--- config.mk ---
export PLATFORM = sky130hd
export DESIGN_NAME = dpn_regctl
export DESIGN_NICKNAME = d
export VERILOG_FILES = /design/src/design/dpn_pkg.sv /design/src/design/dpn_crc10.sv /design/src/design/dpn_nvm.sv /design/src/design/dpn_regctl.sv
export SDC_FILE = /design/constraint.sdc
export NUM_CORES = 1
export LEC_CHECK = 0
export BUFFER_PORTS_ARGS = -buffer_cell sky130_fd_sc_hd__buf_2
export CAP_MARGIN = 5
export CORE_UTILIZATION = 52
export DETAILED_ROUTE_END_ITERATION = 16
export PLACE_DENSITY = 0.69
export SETUP_SLACK_MARGIN = 0.02
export SLEW_MARGIN = 20
export SYNTH_ARGS = -nofsm -noshare
export SYNTH_HDL_FRONTEND = slang
export SYNTH_SLANG_ARGS = --single-unit
--- constraint.sdc ---
create_clock -name clk_sys_i -period 5.2 [get_ports clk_sys_i]
set_clock_uncertainty 0.2 [all_clocks]
set_input_delay 0.78 -clock clk_sys_i [delete_from_list [all_inputs] [get_ports clk_sys_i]]
set_output_delay 0.78 -clock clk_sys_i [all_outputs]
set_load 0.05 [all_outputs]
--- src/design/dpn_pkg.sv ---
package dpn_pkg;

  // Widths
  localparam int unsigned ADDR_W = 8;
  localparam int unsigned DATA_W = 16;
  localparam int unsigned CRC_W = 10;
  localparam int unsigned IDX_W = 3;
  localparam int unsigned NVM_DEPTH = 8;

  // Register offsets
  localparam logic [7:0] A_WIPER = 8'h10;
  localparam logic [7:0] A_UB1 = 8'h25;
  localparam logic [7:0] A_UB2 = 8'h26;
  localparam logic [7:0] A_STAT = 8'hd0;
  localparam logic [7:0] A_CFG = 8'hd1;
  localparam logic [7:0] A_PROT = 8'hd3;

  // Field positions
  localparam int unsigned BYTE_LSB = 4;
  localparam int unsigned CFG_LOCK = 13;
  localparam int unsigned CFG_PDN = 3;
  localparam int unsigned CFG_REF = 2;
  localparam int unsigned CFG_SPAN = 0;
  localparam int unsigned PR_KEY = 0;
  localparam int unsigned PR_ULK = 4;
  localparam int unsigned PR_STORE = 8;
  localparam int unsigned PR_RESTORE = 9;

  // Codes
  localparam logic [3:0] KEY_SOFT_RST = 4'ha;
  localparam logic [3:0] KEY_UNLOCK = 4'h5;
  localparam logic [1:0] PDN_UP = 2'h0;
  localparam logic [1:0] PDN_HIZ = 2'h2;
  localparam logic [CRC_W-1:0] CRC_POLY = 10'h233;
  localparam logic [CRC_W-1:0] CRC_INIT = 10'h000;

  // Nonvolatile word layout
  localparam logic [IDX_W-1:0] NV_CFG = 3'h0;
  localparam logic [IDX_W-1:0] NV_WIPER = 3'h1;
  localparam logic [IDX_W-1:0] NV_UB1 = 3'h2;
  localparam logic [IDX_W-1:0] NV_UB2 = 3'h3;
  localparam logic [IDX_W-1:0] NV_UCRC = 3'h4;
  localparam logic [IDX_W-1:0] NV_TRIM = 3'h5;
  localparam logic [IDX_W-1:0] NV_ICRC = 3'h6;

  // Timing: least program time, 250 MHz clock
  localparam int unsigned CLK_HZ = 250_000_000;
  localparam int unsigned PROG_TIME_US = 10_000;
  localparam int unsigned PROG_CYCLES_DEF = PROG_TIME_US * (CLK_HZ / 1_000_000);

  typedef struct packed {
    logic lock;
    logic [1:0] pdn;
    logic ref_en;
    logic [1:0] span;
  } dpn_cfg_t;

  typedef struct packed {
    logic alm_int;
    logic alm_user;
    logic busy;
  } dpn_status_t;

  typedef enum logic [2:0] {
    S_IDLE = 3'h0,
    S_LOAD = 3'h1,
    S_APPLY = 3'h2,
    S_PROG = 3'h3,
    S_WAIT = 3'h4
  } dpn_state_t;

  // Factory values
  localparam dpn_cfg_t CFG_FACTORY = '{lock: 1'b0, pdn: PDN_HIZ, ref_en: 1'b0, span: 2'h0};
  localparam logic [7:0] BYTE_FACTORY = 8'h00;

  function automatic logic [15:0] byte_word(input logic [7:0] b);
    byte_word = 16'h0000;
    byte_word[BYTE_LSB +: 8] = b;
  endfunction

  function automatic logic [15:0] cfg_word(input dpn_cfg_t c);
    cfg_word = 16'h0000;
    cfg_word[CFG_LOCK] = c.lock;
    cfg_word[CFG_PDN +: 2] = c.pdn;
    cfg_word[CFG_REF] = c.ref_en;
    cfg_word[CFG_SPAN +: 2] = c.span;
  endfunction

  function automatic dpn_cfg_t word_cfg(input logic [15:0] w);
    word_cfg = '{lock: w[CFG_LOCK], pdn: w[CFG_PDN +: 2], ref_en: w[CFG_REF],
                 span: w[CFG_SPAN +: 2]};
  endfunction

  // Gain in half steps
  function automatic logic [3:0] span_half(input logic [1:0] s);
    case (s)
      2'h0: span_half = 4'h3;
      2'h1: span_half = 4'h4;
      2'h2: span_half = 4'h6;
      default: span_half = 4'h8;
    endcase
  endfunction

endpackage

--- src/design/dpn_crc10.sv ---
module dpn_crc10
  import dpn_pkg::*;
#(
  parameter int unsigned DW = DATA_W
) (
  // Clock and reset
  input wire logic clk_sys_i,
  input wire logic rst_i,
  // Accumulate control
  input wire logic clr_i,
  input wire logic en_i,
  input wire logic [DW-1:0] data_i,
  // Running checksum
  output logic [CRC_W-1:0] crc_o
);

  logic [CRC_W-1:0] crc_q, crc_d;

  // Word fed MSB first, no final inversion
  function automatic logic [CRC_W-1:0] crc_step(input logic [CRC_W-1:0] c,
                                                input logic [DW-1:0] d);
    logic [CRC_W-1:0] r;
    logic fb;
    r = c;
    fb = 1'b0;
    for (int i = DW - 1; i >= 0; i--) begin
      fb = r[CRC_W-1] ^ d[i];
      r = {r[CRC_W-2:0], 1'b0};
      if (fb) begin
        r = r ^ CRC_POLY;
      end
    end
    crc_step = r;
  endfunction

  assign crc_d = clr_i ? CRC_INIT : (en_i ? crc_step(crc_q, data_i) : crc_q);
  assign crc_o = crc_q;

  always_ff @(posedge clk_sys_i or posedge rst_i) begin
    if (rst_i) begin
      crc_q <= CRC_INIT;
    end else begin
      crc_q <= crc_d;
    end
  end

endmodule // dpn_crc10

--- src/design/dpn_nvm.sv ---
module dpn_nvm #(
  parameter int unsigned W = 16,
  parameter int unsigned DEPTH = 8,
  parameter int unsigned IW = 3
) (
  // Clock and array erase
  input wire logic clk_sys_i,
  input wire logic erase_i,
  // Word access
  input wire logic we_i,
  input wire logic [IW-1:0] idx_i,
  input wire logic [W-1:0] wdata_i,
  output logic [W-1:0] rdata_o
);

  // Not cleared by the system reset: contents survive it like real cells
  logic [W-1:0] mem_q [DEPTH];

  always_ff @(posedge clk_sys_i or posedge erase_i) begin
    if (erase_i) begin
      for (int i = 0; i < DEPTH; i++) begin
        mem_q[i] <= '0;
      end
    end else if (we_i) begin
      mem_q[idx_i] <= wdata_i;
    end
  end

  assign rdata_o = mem_q[idx_i];

endmodule // dpn_nvm

--- src/design/dpn_regctl.sv ---
// Notes on behaviour
// Wiper code is unsigned 0..255; output is code/256 times reference.
// Every reset or power-on loads all registers from nonvolatile storage.
// Out of reset the supply is the reference unless internal one enabled.
// Internal reference off by default; enable bit in configuration turns it on.
// Span field picks gain 1.5x, 2x, 3x or 4x on 1.21 V.
// New wiper code applies only when its whole write frame completes.
// Store trigger writes every backed field into nonvolatile storage.
// Busy flag high throughout any store or reload, low afterwards.
// All register writes ignored while busy; accepted again after.
// Host must not read the wiper register while busy.
// Restore trigger reloads from storage; bit self-clears when done.
// Two user bytes sit in bits 11:4 at 25h and 26h, backed.
// Checksum CRC-10 stored with data; checked on every load incl. startup.
// Separate checksum alarms for user region and internal region.
// On any alarm registers take factory values; access stays normal.
// Soft reset or power cycle clears alarms; power cycle reloads user data.
// Store trigger ignored while the internal-region alarm is set.
// Permanent storage failure keeps alarm set after reset via recheck.
// Key 1010 in protect register causes a full power-on reset.
// Lock bit refuses writes; unlock key 0101 in protect bypasses it.
// Powerdown 00 on, 01/11 to 10 kOhm, 10 high impedance default.
// Span codes 00 1.5x, 01 2x, 10 3x, 11 4x.
// Busy held and writes blocked during startup load and check.
module dpn_regctl
  import dpn_pkg::*;
#(
  parameter int unsigned PROG_CYCLES = PROG_CYCLES_DEF
) (
  // Clock and reset
  input wire logic clk_sys_i,
  input wire logic rst_i,
  // Register access, one pulse per completed serial frame
  input wire logic wr_i,
  input wire logic [ADDR_W-1:0] wr_addr_i,
  input wire logic [DATA_W-1:0] wr_data_i,
  input wire logic rd_i,
  input wire logic [ADDR_W-1:0] rd_addr_i,
  output logic [DATA_W-1:0] rd_data_o,
  output logic rd_valid_o,
  output logic wr_refused_o,
  // Storage maintenance and failure model
  input wire logic nvm_erase_i,
  input wire logic nvm_fault_user_i,
  input wire logic nvm_fault_internal_i,
  // Potentiometer controls
  output logic [7:0] wiper_code_o,
  output dpn_cfg_t cfg_o,
  output logic ref_internal_o,
  output logic [3:0] gain_half_o,
  output logic out_drive_o,
  output logic out_pull_10k_o,
  output logic out_hiz_o,
  // Status
  output dpn_status_t status_o
);

  localparam int unsigned TMR_W = $clog2(PROG_CYCLES + 1);
  localparam logic [TMR_W-1:0] TMR_LAST = TMR_W'(PROG_CYCLES - 1);

  dpn_state_t state_q, state_d;
  logic [IDX_W-1:0] idx_q, idx_d;
  logic [TMR_W-1:0] tmr_q, tmr_d;
  dpn_cfg_t cfg_q, cfg_d;
  logic [7:0] wiper_q, wiper_d;
  logic [7:0] ub1_q, ub1_d;
  logic [7:0] ub2_q, ub2_d;
  logic [7:0] trim_q, trim_d;
  logic a_usr_q, a_usr_d;
  logic a_int_q, a_int_d;
  logic unlock_q, unlock_d;
  logic restore_q, restore_d;
  logic soft_q;
  logic busy_q;
  logic refused_q;
  logic rd_valid_q;
  logic [DATA_W-1:0] rd_data_q, rd_d;
  logic [3:0] gain_q;
  logic drive_q, pull_q, hiz_q;

  logic locked, wr_ok;
  logic wr_wiper, wr_ub1, wr_ub2, wr_cfg, wr_prot;
  logic do_soft, do_ulk, do_store, do_restore;
  logic step, last, ld, fac;
  logic chk_usr, chk_int;
  logic f_usr, f_int;
  logic crc_clr, crc_en;
  logic [CRC_W-1:0] crc;
  logic [DATA_W-1:0] nv_raw, nv_rd, nv_wd, feed;

  // Write acceptance

  assign locked = cfg_q.lock && !unlock_q;
  // Protect stays writable when locked, else the unlock key could never land
  assign wr_ok = wr_i && !busy_q && (!locked || wr_addr_i == A_PROT);
  assign wr_wiper = wr_ok && wr_addr_i == A_WIPER;
  assign wr_ub1 = wr_ok && wr_addr_i == A_UB1;
  assign wr_ub2 = wr_ok && wr_addr_i == A_UB2;
  assign wr_cfg = wr_ok && wr_addr_i == A_CFG;
  assign wr_prot = wr_ok && wr_addr_i == A_PROT;

  // Protect register triggers; soft reset outranks store, store outranks restore
  assign do_soft = wr_prot && wr_data_i[PR_KEY +: 4] == KEY_SOFT_RST;
  assign do_ulk = wr_prot && wr_data_i[PR_ULK +: 4] == KEY_UNLOCK;
  assign do_store = wr_prot && wr_data_i[PR_STORE] && !a_int_q && !do_soft;
  assign do_restore = wr_prot && wr_data_i[PR_RESTORE] && !do_soft && !do_store;

  // Storage sequencing

  assign step = state_q == S_LOAD || state_q == S_PROG;
  assign last = idx_q == NV_ICRC;
  assign ld = state_q == S_LOAD;
  assign chk_usr = ld && idx_q == NV_UCRC;
  assign chk_int = ld && idx_q == NV_ICRC;
  assign fac = state_q == S_APPLY && (a_usr_q || a_int_q);

  always_comb begin
    state_d = state_q;
    case (state_q)
      S_IDLE: begin
        if (do_store) begin
          state_d = S_PROG;
        end else if (do_restore) begin
          state_d = S_LOAD;
        end
      end
      S_LOAD: begin
        if (last) begin
          state_d = S_APPLY;
        end
      end
      S_APPLY: begin
        state_d = S_IDLE;
      end
      S_PROG: begin
        if (last) begin
          state_d = S_WAIT;
        end
      end
      S_WAIT: begin
        if (tmr_q == TMR_LAST) begin
          state_d = S_IDLE;
        end
      end
      default: begin
        state_d = S_LOAD;
      end
    endcase
    if (soft_q) begin
      state_d = S_LOAD;
    end
  end

  assign idx_d = (!step || last || soft_q) ? '0 : IDX_W'(idx_q + 1'b1);
  assign tmr_d = (state_q == S_WAIT) ? TMR_W'(tmr_q + 1'b1) : '0;

  // A permanent cell failure corrupts every read of its region
  assign f_usr = nvm_fault_user_i && idx_q <= NV_UCRC;
  assign f_int = nvm_fault_internal_i && idx_q >= NV_TRIM;
  assign nv_rd = nv_raw ^ {15'h0000, f_usr || f_int};

  // Image written on a store: user words, their checksum, then internal words
  always_comb begin
    case (idx_q)
      NV_CFG: nv_wd = cfg_word(cfg_q);
      NV_WIPER: nv_wd = byte_word(wiper_q);
      NV_UB1: nv_wd = byte_word(ub1_q);
      NV_UB2: nv_wd = byte_word(ub2_q);
      NV_TRIM: nv_wd = {8'h00, trim_q};
      default: nv_wd = {6'h00, crc};
    endcase
  end

  // Checksum runs over the same words on store and load; restarts per region
  assign crc_clr = !step || idx_q == NV_UCRC;
  assign crc_en = step && idx_q != NV_UCRC && idx_q != NV_ICRC;
  assign feed = ld ? nv_rd : nv_wd;

  dpn_crc10 #(
    .DW(DATA_W)
  ) u_crc (
    .clk_sys_i(clk_sys_i),
    .rst_i(rst_i),
    .clr_i(crc_clr),
    .en_i(crc_en),
    .data_i(feed),
    .crc_o(crc)
  );

  dpn_nvm #(
    .W(DATA_W),
    .DEPTH(NVM_DEPTH),
    .IW(IDX_W)
  ) u_nvm (
    .clk_sys_i(clk_sys_i),
    .erase_i(nvm_erase_i),
    .we_i(state_q == S_PROG),
    .idx_i(idx_q),
    .wdata_i(nv_wd),
    .rdata_o(nv_raw)
  );

  // Alarms: cleared by soft reset, rewritten by each check
  assign a_usr_d = soft_q ? 1'b0 :
                   chk_usr ? (nv_rd != {6'h00, crc}) : a_usr_q;
  assign a_int_d = soft_q ? 1'b0 :
                   chk_int ? (nv_rd != {6'h00, crc}) : a_int_q;

  // Live registers: factory values win, then storage load, then host write
  assign cfg_d = fac ? CFG_FACTORY :
                 (ld && idx_q == NV_CFG) ? word_cfg(nv_rd) :
                 wr_cfg ? word_cfg(wr_data_i) : cfg_q;
  // Frame data arrives whole, so the code never changes mid-frame
  assign wiper_d = fac ? BYTE_FACTORY :
                   (ld && idx_q == NV_WIPER) ? nv_rd[BYTE_LSB +: 8] :
                   wr_wiper ? wr_data_i[BYTE_LSB +: 8] : wiper_q;
  assign ub1_d = fac ? BYTE_FACTORY :
                 (ld && idx_q == NV_UB1) ? nv_rd[BYTE_LSB +: 8] :
                 wr_ub1 ? wr_data_i[BYTE_LSB +: 8] : ub1_q;
  assign ub2_d = fac ? BYTE_FACTORY :
                 (ld && idx_q == NV_UB2) ? nv_rd[BYTE_LSB +: 8] :
                 wr_ub2 ? wr_data_i[BYTE_LSB +: 8] : ub2_q;
  assign trim_d = fac ? BYTE_FACTORY :
                  (ld && idx_q == NV_TRIM) ? nv_rd[7:0] : trim_q;

  // Bypass holds until a soft reset or the lock is written again
  assign unlock_d = soft_q ? 1'b0 :
                    do_ulk ? 1'b1 :
                    (wr_cfg && wr_data_i[CFG_LOCK]) ? 1'b0 : unlock_q;
  assign restore_d = soft_q ? 1'b0 :
                     do_restore ? 1'b1 :
                     (state_q == S_APPLY) ? 1'b0 : restore_q;

  // Register reads
  always_comb begin
    case (rd_addr_i)
      A_WIPER: rd_d = byte_word(wiper_q);
      A_UB1: rd_d = byte_word(ub1_q);
      A_UB2: rd_d = byte_word(ub2_q);
      A_STAT: rd_d = {13'h0000, a_int_q, a_usr_q, busy_q};
      A_CFG: rd_d = cfg_word(cfg_q);
      A_PROT: rd_d = {6'h00, restore_q, 9'h000};
      default: rd_d = 16'h0000;
    endcase
  end

  // Sequencer and alarms; reset starts straight in a load with busy high
  always_ff @(posedge clk_sys_i or posedge rst_i) begin
    if (rst_i) begin
      state_q <= S_LOAD;
      idx_q <= '0;
      tmr_q <= '0;
      busy_q <= 1'b1;
      soft_q <= 1'b0;
      a_usr_q <= 1'b0;
      a_int_q <= 1'b0;
      unlock_q <= 1'b0;
      restore_q <= 1'b0;
    end else begin
      state_q <= state_d;
      idx_q <= idx_d;
      tmr_q <= tmr_d;
      // Busy already rises with the reset key, so no write slips into a lost cycle
      busy_q <= state_d != S_IDLE || do_soft;
      soft_q <= do_soft;
      a_usr_q <= a_usr_d;
      a_int_q <= a_int_d;
      unlock_q <= unlock_d;
      restore_q <= restore_d;
    end
  end

  // Potentiometer registers
  always_ff @(posedge clk_sys_i or posedge rst_i) begin
    if (rst_i) begin
      cfg_q <= CFG_FACTORY;
      wiper_q <= BYTE_FACTORY;
      ub1_q <= BYTE_FACTORY;
      ub2_q <= BYTE_FACTORY;
      trim_q <= BYTE_FACTORY;
    end else begin
      cfg_q <= cfg_d;
      wiper_q <= wiper_d;
      ub1_q <= ub1_d;
      ub2_q <= ub2_d;
      trim_q <= trim_d;
    end
  end

  // Host answers
  always_ff @(posedge clk_sys_i or posedge rst_i) begin
    if (rst_i) begin
      rd_data_q <= 16'h0000;
      rd_valid_q <= 1'b0;
      refused_q <= 1'b0;
    end else begin
      rd_valid_q <= rd_i;
      refused_q <= wr_i && !wr_ok;
      if (rd_i) begin
        rd_data_q <= rd_d;
      end
    end
  end

  // Analog controls trail the configuration register by one cycle
  always_ff @(posedge clk_sys_i or posedge rst_i) begin
    if (rst_i) begin
      gain_q <= span_half(CFG_FACTORY.span);
      drive_q <= 1'b0;
      pull_q <= 1'b0;
      hiz_q <= 1'b1;
    end else begin
      gain_q <= span_half(cfg_q.span);
      drive_q <= cfg_q.pdn == PDN_UP;
      hiz_q <= cfg_q.pdn == PDN_HIZ;
      pull_q <= cfg_q.pdn != PDN_UP && cfg_q.pdn != PDN_HIZ;
    end
  end

  assign rd_data_o = rd_data_q;
  assign rd_valid_o = rd_valid_q;
  assign wr_refused_o = refused_q;
  assign wiper_code_o = wiper_q;
  assign cfg_o = cfg_q;
  assign ref_internal_o = cfg_q.ref_en;
  assign gain_half_o = gain_q;
  assign out_drive_o = drive_q;
  assign out_pull_10k_o = pull_q;
  assign out_hiz_o = hiz_q;
  assign status_o = '{alm_int: a_int_q, alm_user: a_usr_q, busy: busy_q};

endmodule // dpn_regctl

==> Word-level counts from Yosys, hierarchy flattened <==
Cells that the tools add are included.
{ "word_totals": {"register_bits": 235, "latch_bits": 0, "ram_bits": 0, "mem_bits_ro": 0, "input_bits": 39, "out_inout_bits": 43, "word_cells": 229, "mem_count": 0} }
{ "op_classes": {"n_addsub": 2, "multipliers": 0, "div_mod_pow": 0, "magnitude_cmp": 4, "n_eq_ne": 31, "shifts": 0, "mux": 61, "n_bitwise": 34, "reduce_logical": 64} }
{ "ops": {"columns": ["cell", "count"], "rows": [
  ["$mux 10", 18],
  ["$bwmux 128", 1],
  ["$mux 8", 11],
  ["$pmux 14 s6", 1],
  ["$not 5->5", 16],
  ["$pmux 14 s5", 1],
  ["$mux 16", 4],
  ["$bmux 16 s3", 1],
  ["$demux 16 s3", 1],
  ["$eq 8x8->1 const B", 5],
  ["$eq 8x6->1 const B", 4],
  ["$logic_and 1x1->1", 32],
  ["$add 22x1->22 const B", 1],
  ["$eq 22x22->1 const B", 1],
  ["$mux 22", 1],
  ["$mux 3", 7],
  ["$reduce_bool 3->1", 7],
  ["$mux 6", 3],
  ["$eq 8x5->1 const B", 2],
  ["$ne 16x10->1", 1],
  ["$xor 1x1->1", 16],
  ["$xor 16x1->16", 1],
  ["$pmux 3 s5", 1],
  ["$eq 3x2->1 const B", 4],
  ["21 further kinds", 56]
]} }

==> Longest topological paths before layout <==
{ "logic_depth": {"ltp_word": 40, "mapped_depth": 16, "mapped_depth_nobuf": 11} }

==> By module <==
Synthesis repeated with hierarchy kept, for this count alone.
{ "unflattened": {"cells_unflattened": 970, "hier_area_um2": 12238.0} }
{ "modules_own_cells": {"columns": ["module", "instances", "cells_each", "area_each_um2", "seq_area_each_um2"], "rows": [
  ["dpn_nvm", 1, 335, 5979.5, 3203.1],
  ["dpn_regctl", 1, 562, 5421.4, 2359.8],
  ["dpn_crc10", 1, 73, 837.1, 250.2]
]} }

==> Least setup slack after synthesis <==
Ideal clock, no wire load.
{ "synth_timing": {"path_type": "register to register", "startpoint": "register idx_q[1]", "endpoint": "register u_crc.crc_q[4], in the netlist u_crc.crc_o[4]", "arrival_time_ns": 3.905, "setup_slack_ns": 1.018, "path_stages_with_launch": 16, "path_cell_list": "dfrtp_1 buf_4 buf_4 clkbuf_1 inv_1 ha_1 clkbuf_1 nor2b_1 buf_2 a222oi_1 o2bb2ai_1 xnor2_1 xnor3_2 xnor2_2 xor3_1 o21ai_1"} }
{ "synth_via": {"elab_chain_len": 40, "elab_cells_between_ends": 73} }
{ "synth_lines": {"columns": ["item", "line_no", "rtl"], "rows": [
  ["from (decl)", "dpn_regctl.sv:62", "logic [IDX_W-1:0] idx_q, idx_d;"],
  ["from (signal assigned)", "dpn_regctl.sv:261", "idx_q <= idx_d;"],
  ["$not 3->4 (implied by the code)", "dpn_nvm.sv:29", "assign rdata_o = mem_q[idx_i];"],
  ["$bmux 16 s3", "dpn_nvm.sv:29", null],
  ["$mux 16 (implied by the code) (2 in series)", "dpn_nvm.sv:29", null],
  ["$xor 16x1->16", "dpn_regctl.sv:160", "assign nv_rd = nv_raw ^ {15'h0000, f_usr || f_int};"],
  ["$mux 16", "dpn_regctl.sv:177", "assign feed = ld ? nv_rd : nv_wd;"],
  ["$xor 1x1->1", "dpn_crc10.sv:27", "fb = r[CRC_W-1] ^ d[i];"],
  ["$mux 10", "dpn_crc10.sv:29", "if (fb) begin"],
  ["$xor 1x1->1", "dpn_crc10.sv:27", null],
  ["(+22 left out)", null, null],
  ["$mux 10", "dpn_crc10.sv:29", null],
  ["$xor 1x1->1", "dpn_crc10.sv:27", null],
  ["$mux 10", "dpn_crc10.sv:29", null],
  ["$xor 1x1->1", "dpn_crc10.sv:27", null],
  ["$mux 10", "dpn_crc10.sv:29", null],
  ["$xor 1x1->1", "dpn_crc10.sv:27", null],
  ["$mux 10", "dpn_crc10.sv:29", null],
  ["$mux 10 (2 in series)", "dpn_crc10.sv:36", "assign crc_d = clr_i ? CRC_INIT : (en_i ? crc_step(crc_q, data_i) : crc_q);"],
  ["to (signal assigned)", "dpn_crc10.sv:43", "crc_q <= crc_d;"],
  ["to (decl)", "dpn_crc10.sv:17", "logic [CRC_W-1:0] crc_q, crc_d;"]
]} }
Parallel ways exist; a longest one is shown, timed or not. The select of a mux whose other input is x is not followed.
A chain may end at the register's enable or synchronous reset.

==> Final worst setup path <==
{ "layout_timing": {"startpoint": "register idx_q[1]", "endpoint": "register u_crc.crc_q[0], in the netlist u_crc.crc_o[0]"} }
The elaborated chain is that of the path after synthesis.

==> impl_metrics.py <==
metrics = {
    "yosys": {
        "synth_top_cell_by_area": "dfrtp_1",
        "netlist_top_cells_count": "202 x dfrtp_1, 182 x nand2_1, 90 x nor2_1",
        "synth.ff_latch_count": 208,
        "synth_area_per_cell_um2": 9.908,
        "synthesis.area_um2": 10850,
        "synth_most_common_cell": "dfrtp_1",
        "synth.yosys.seq_area_share": 0.4805,
        "synth_compound_gate_area_share": 0.1564,
        "yosys.area_share.xor_xnor": 0.06931,
        "synth-edff-count": 0,
        "synth_top_area_share": 0.4659,
        "muxShareOfSynthArea": 0.07658,
        "synthCells": 1095,
        "postSynth.topFlopCell": "dfrtp_1",
        "synthAdderAreaFrac": 0.01038,
        "yosysWarningCount": 0,
        "post_synth_and_or_nand_nor_area_fraction": 0.1675,
        "synth.distinct_cells": 81,
        "postSynth.asyncResetShare": 1.000,
        "yosys-top-cells-area": "dfrtp_1 47%, nand2_1 6.3%, o21ai_0 4.0%",
        "synth_top_family_by_area": "simple AND/OR/NAND/NOR gates",
    },
    "critical_path": {
        "setup.worst_path.start": "idx_q[1]$_DFF_PP0_",
        "timing.critical_path.to_type": "flip-flop",
        "crit-reg2reg-launch": "idx_q[1]$_DFF_PP0_",
        "crit_fanout": 32,
        "startpoint_type": "flip-flop",
        "timing.critical_path.arrival_ps": 4640,
        "path_class": "reg2reg",
        "worst_ep_required_time_ps": 5430,
    },
    "power_and_ir_drop": {
        "power_density_nw_per_um2": 301.0,
        "total_leakage_power_nw": 5.447,
        "post-layout-total-power_mw": 3.659,
        "worst_ir_drop_vdd_uv": 250.8,
    },
    "timing": {
        "timing_max_transition_violations_final": 0,
        "layout_min_cycle_time_ps": 4417,
        "setup_viol_count_final": 0,
        "slew_headroom": 0.2500,
        "final_critical_path_setup_slack_ps": 783.2,
        "period_share": 0.8494,
        "grt_setup_unrepaired": "no",
        "holdWs_ps": 170.6,
        "worst-slew-pin-transition_ps": 1116,
        "fin_setup_tns_ps": 0,
        "timing.final.hold_violations": 0,
        "max_freq_ghz": 0.2264,
    },
    "floorplanning": {
        "die_x_um": 146.4,
        "die-height_um": 146.4,
        "dieArea_um2": 21440,
        "start_util": 0.5327,
        "io_pins": 82,
        "num_rows": 52,
        "placeableCoreArea_um2": 20360,
    },
    "cts": {
        "cts_resized": 0,
        "cts.hold.buffers_added": 0,
        "path_clk_slew_ps": 60,
        "clk_latency_ps": 520,
        "htree_num_levels": 1,
        "cts_post_setup_buffers_inserted": 0,
        "tritoncts_num_sinks": 208,
        "clockBufferDepth": 3,
        "tritoncts.num_buffers": 23,
        "cts_tree": "yes",
        "cts.root.buffer_cell": "clkbuf_16",
    },
    "placement": {
        "place_hpwl_mm": 19.60,
        "detailedPlace.worstSlack_ps": 833.4,
        "placement.io_buffers": 75,
        "final_weighted_congestion_of_routability_driven_global_placement": 0.8936,
        "place.detailed.instances": 1387,
        "postPlaceCellArea_um2": 11400,
    },
    "detailed_routing": {
        "drt_iter0_markers": 809,
        "drc_viols": 0,
        "ant_nets": 0,
        "route.vias.total": 8506,
        "route.detailed.vias_per_inst": 5.957,
        "avgRoutedWirePerCell_um": 19.82,
        "detailedRoute.firstPassIterationCount": 5,
        "finalWirelength_mm": 28.31,
    },
    "global_route": {
        "grt_first_pass_wirelength_mm": 45.64,
        "grt_util_all_layers": 0.2711,
        "grt_max_degree": 69,
        "first_global_vias": 8371,
        "grt_antenna_before_repair": 0,
        "grt-ovfl-total": 0,
    },
    "flow_run": {
        "max_cap_viol_count": 0,
    },
    "finish": {
        "nets": 1191,
        "diodes_inserted": 0,
        "postLayoutCellArea_um2": 12160,
        "finish.utilization": 0.5969,
        "final-instance-count-excl-fill": 1428,
        "post_route_cells_drive_above_1_share": 0.1805,
        "synth_to_final_area_change_pct": 12.04,
    },
    "outcome": {
        "run_status": "complete, no violations",
    },
    "worst_hold_path": {
        "worst_hold_path_type": "in2async",
    },
}
## worst max-delay path, stage by stage, from the launching register on
cell	delay (ps)
dfrtp_2	510
buf_4	460
ha_1	530
nand3b_1	120
a32oi_1	500
nor2_1	170
a2111oi_4	440
xnor2_1	150
xnor2_1	240
xnor3_1	490
xnor3_1	370
o21ai_1	130
## final cells by class
class / count / area, µm²
fill: 1778 / 8209
timing repair buffer: 92 / 500.5
sequential: 208 / 5215
inverter: 24 / 95.09
clock buffer: 27 / 620.6
multi-input combinational: 794 / 5270
tap: 270 / 337.8
clock inverter: 13 / 116.4
## worst paths after layout
path,cells after the start,slack [ps],end
worst max-delay path,11,780,u_crc.crc_o[0]$_DFFE_PP0P_
worst min-delay path,2,170,u_nvm.mem_q[22]$_DFFE_PP0P_
worst max register to register,11,780,u_crc.crc_o[0]$_DFFE_PP0P_
worst min register to register,2,270,u_nvm.mem_q[107]$_DFFE_PP0P_
max in group asynchronous,3,3510,u_nvm.mem_q[120]$_DFFE_PP0P_
min in group clk_sys_i,2,270,u_nvm.mem_q[107]$_DFFE_PP0P_
## cell usage in the layout (no fill, tap or decap), types with 6 or more instances in the layout
master / count
dfrtp_1: 200
nand2_1: 182
nor2_1: 89
o21ai_0: 86
buf_2: 76
xnor2_1: 38
mux2_2: 37
a21oi_1: 34
xor2_1: 25
o31ai_1: 23
clkbuf_16: 23
mux2i_1: 22
inv_1: 21
nand3_1: 17
nor2b_1: 17
o22ai_1: 16
buf_4: 16
nor3_1: 13
a22oi_1: 10
and2_1: 10
nand3b_1: 10
a221oi_1: 10
a222oi_1: 10
ha_1: 9
a22o_1: 8
mux4_2: 8
nand4_1: 8
nand2b_1: 7
nor4_1: 6
and3_1: 6
dfstp_2: 6
clkinv_2: 6
## registers in the layout, indices dropped and copies added, names as in the netlist, 3 cells and up
signal and cells:
ub1_q 8, gain_half_o 4, u_crc.crc_o 10, rd_data_o 13, tmr_q 22, cfg_o 5
wiper_code_o 8, u_nvm.mem_q 104, idx_q 3, trim_q 8, ub2_q 8, state_q 3
## report_power, final
group / leakage (nW) / internal, mW / switching [mW] / total [mW]
logic: 2.24 / 0.110 / 0.229 / 0.340
registers: 2.85 / 1.68 / 0.0630 / 1.74
clock network: 0.360 / 0.908 / 0.669 / 1.58
total: 5.45 / 2.70 / 0.961 / 3.66
## layer usage
metal / global-route usage / part of all wire
met3: 0.04313 / 0.061
met2: 0.4374 / 0.46
met1: 0.3757 / 0.45
met4: 0.08594 / 0.029
met5: 0 / 0
## kinds of logic (layout without fill, tap and decap cells)
kind of cell | count (synthesis) | in the layout
buffers and inverters | 95 | 156
AO/OA/AOI/OAI | 247 | 247
adder cells (fa/ha/maj) | 9 | 9
AND/OR/NAND/NOR | 395 | 395
flip-flops | 208 | 208
XOR/XNOR | 72 | 72
other | 1 | 3
multiplexers | 68 | 68
No activity file was read; power rests on OpenSTA's default activity.
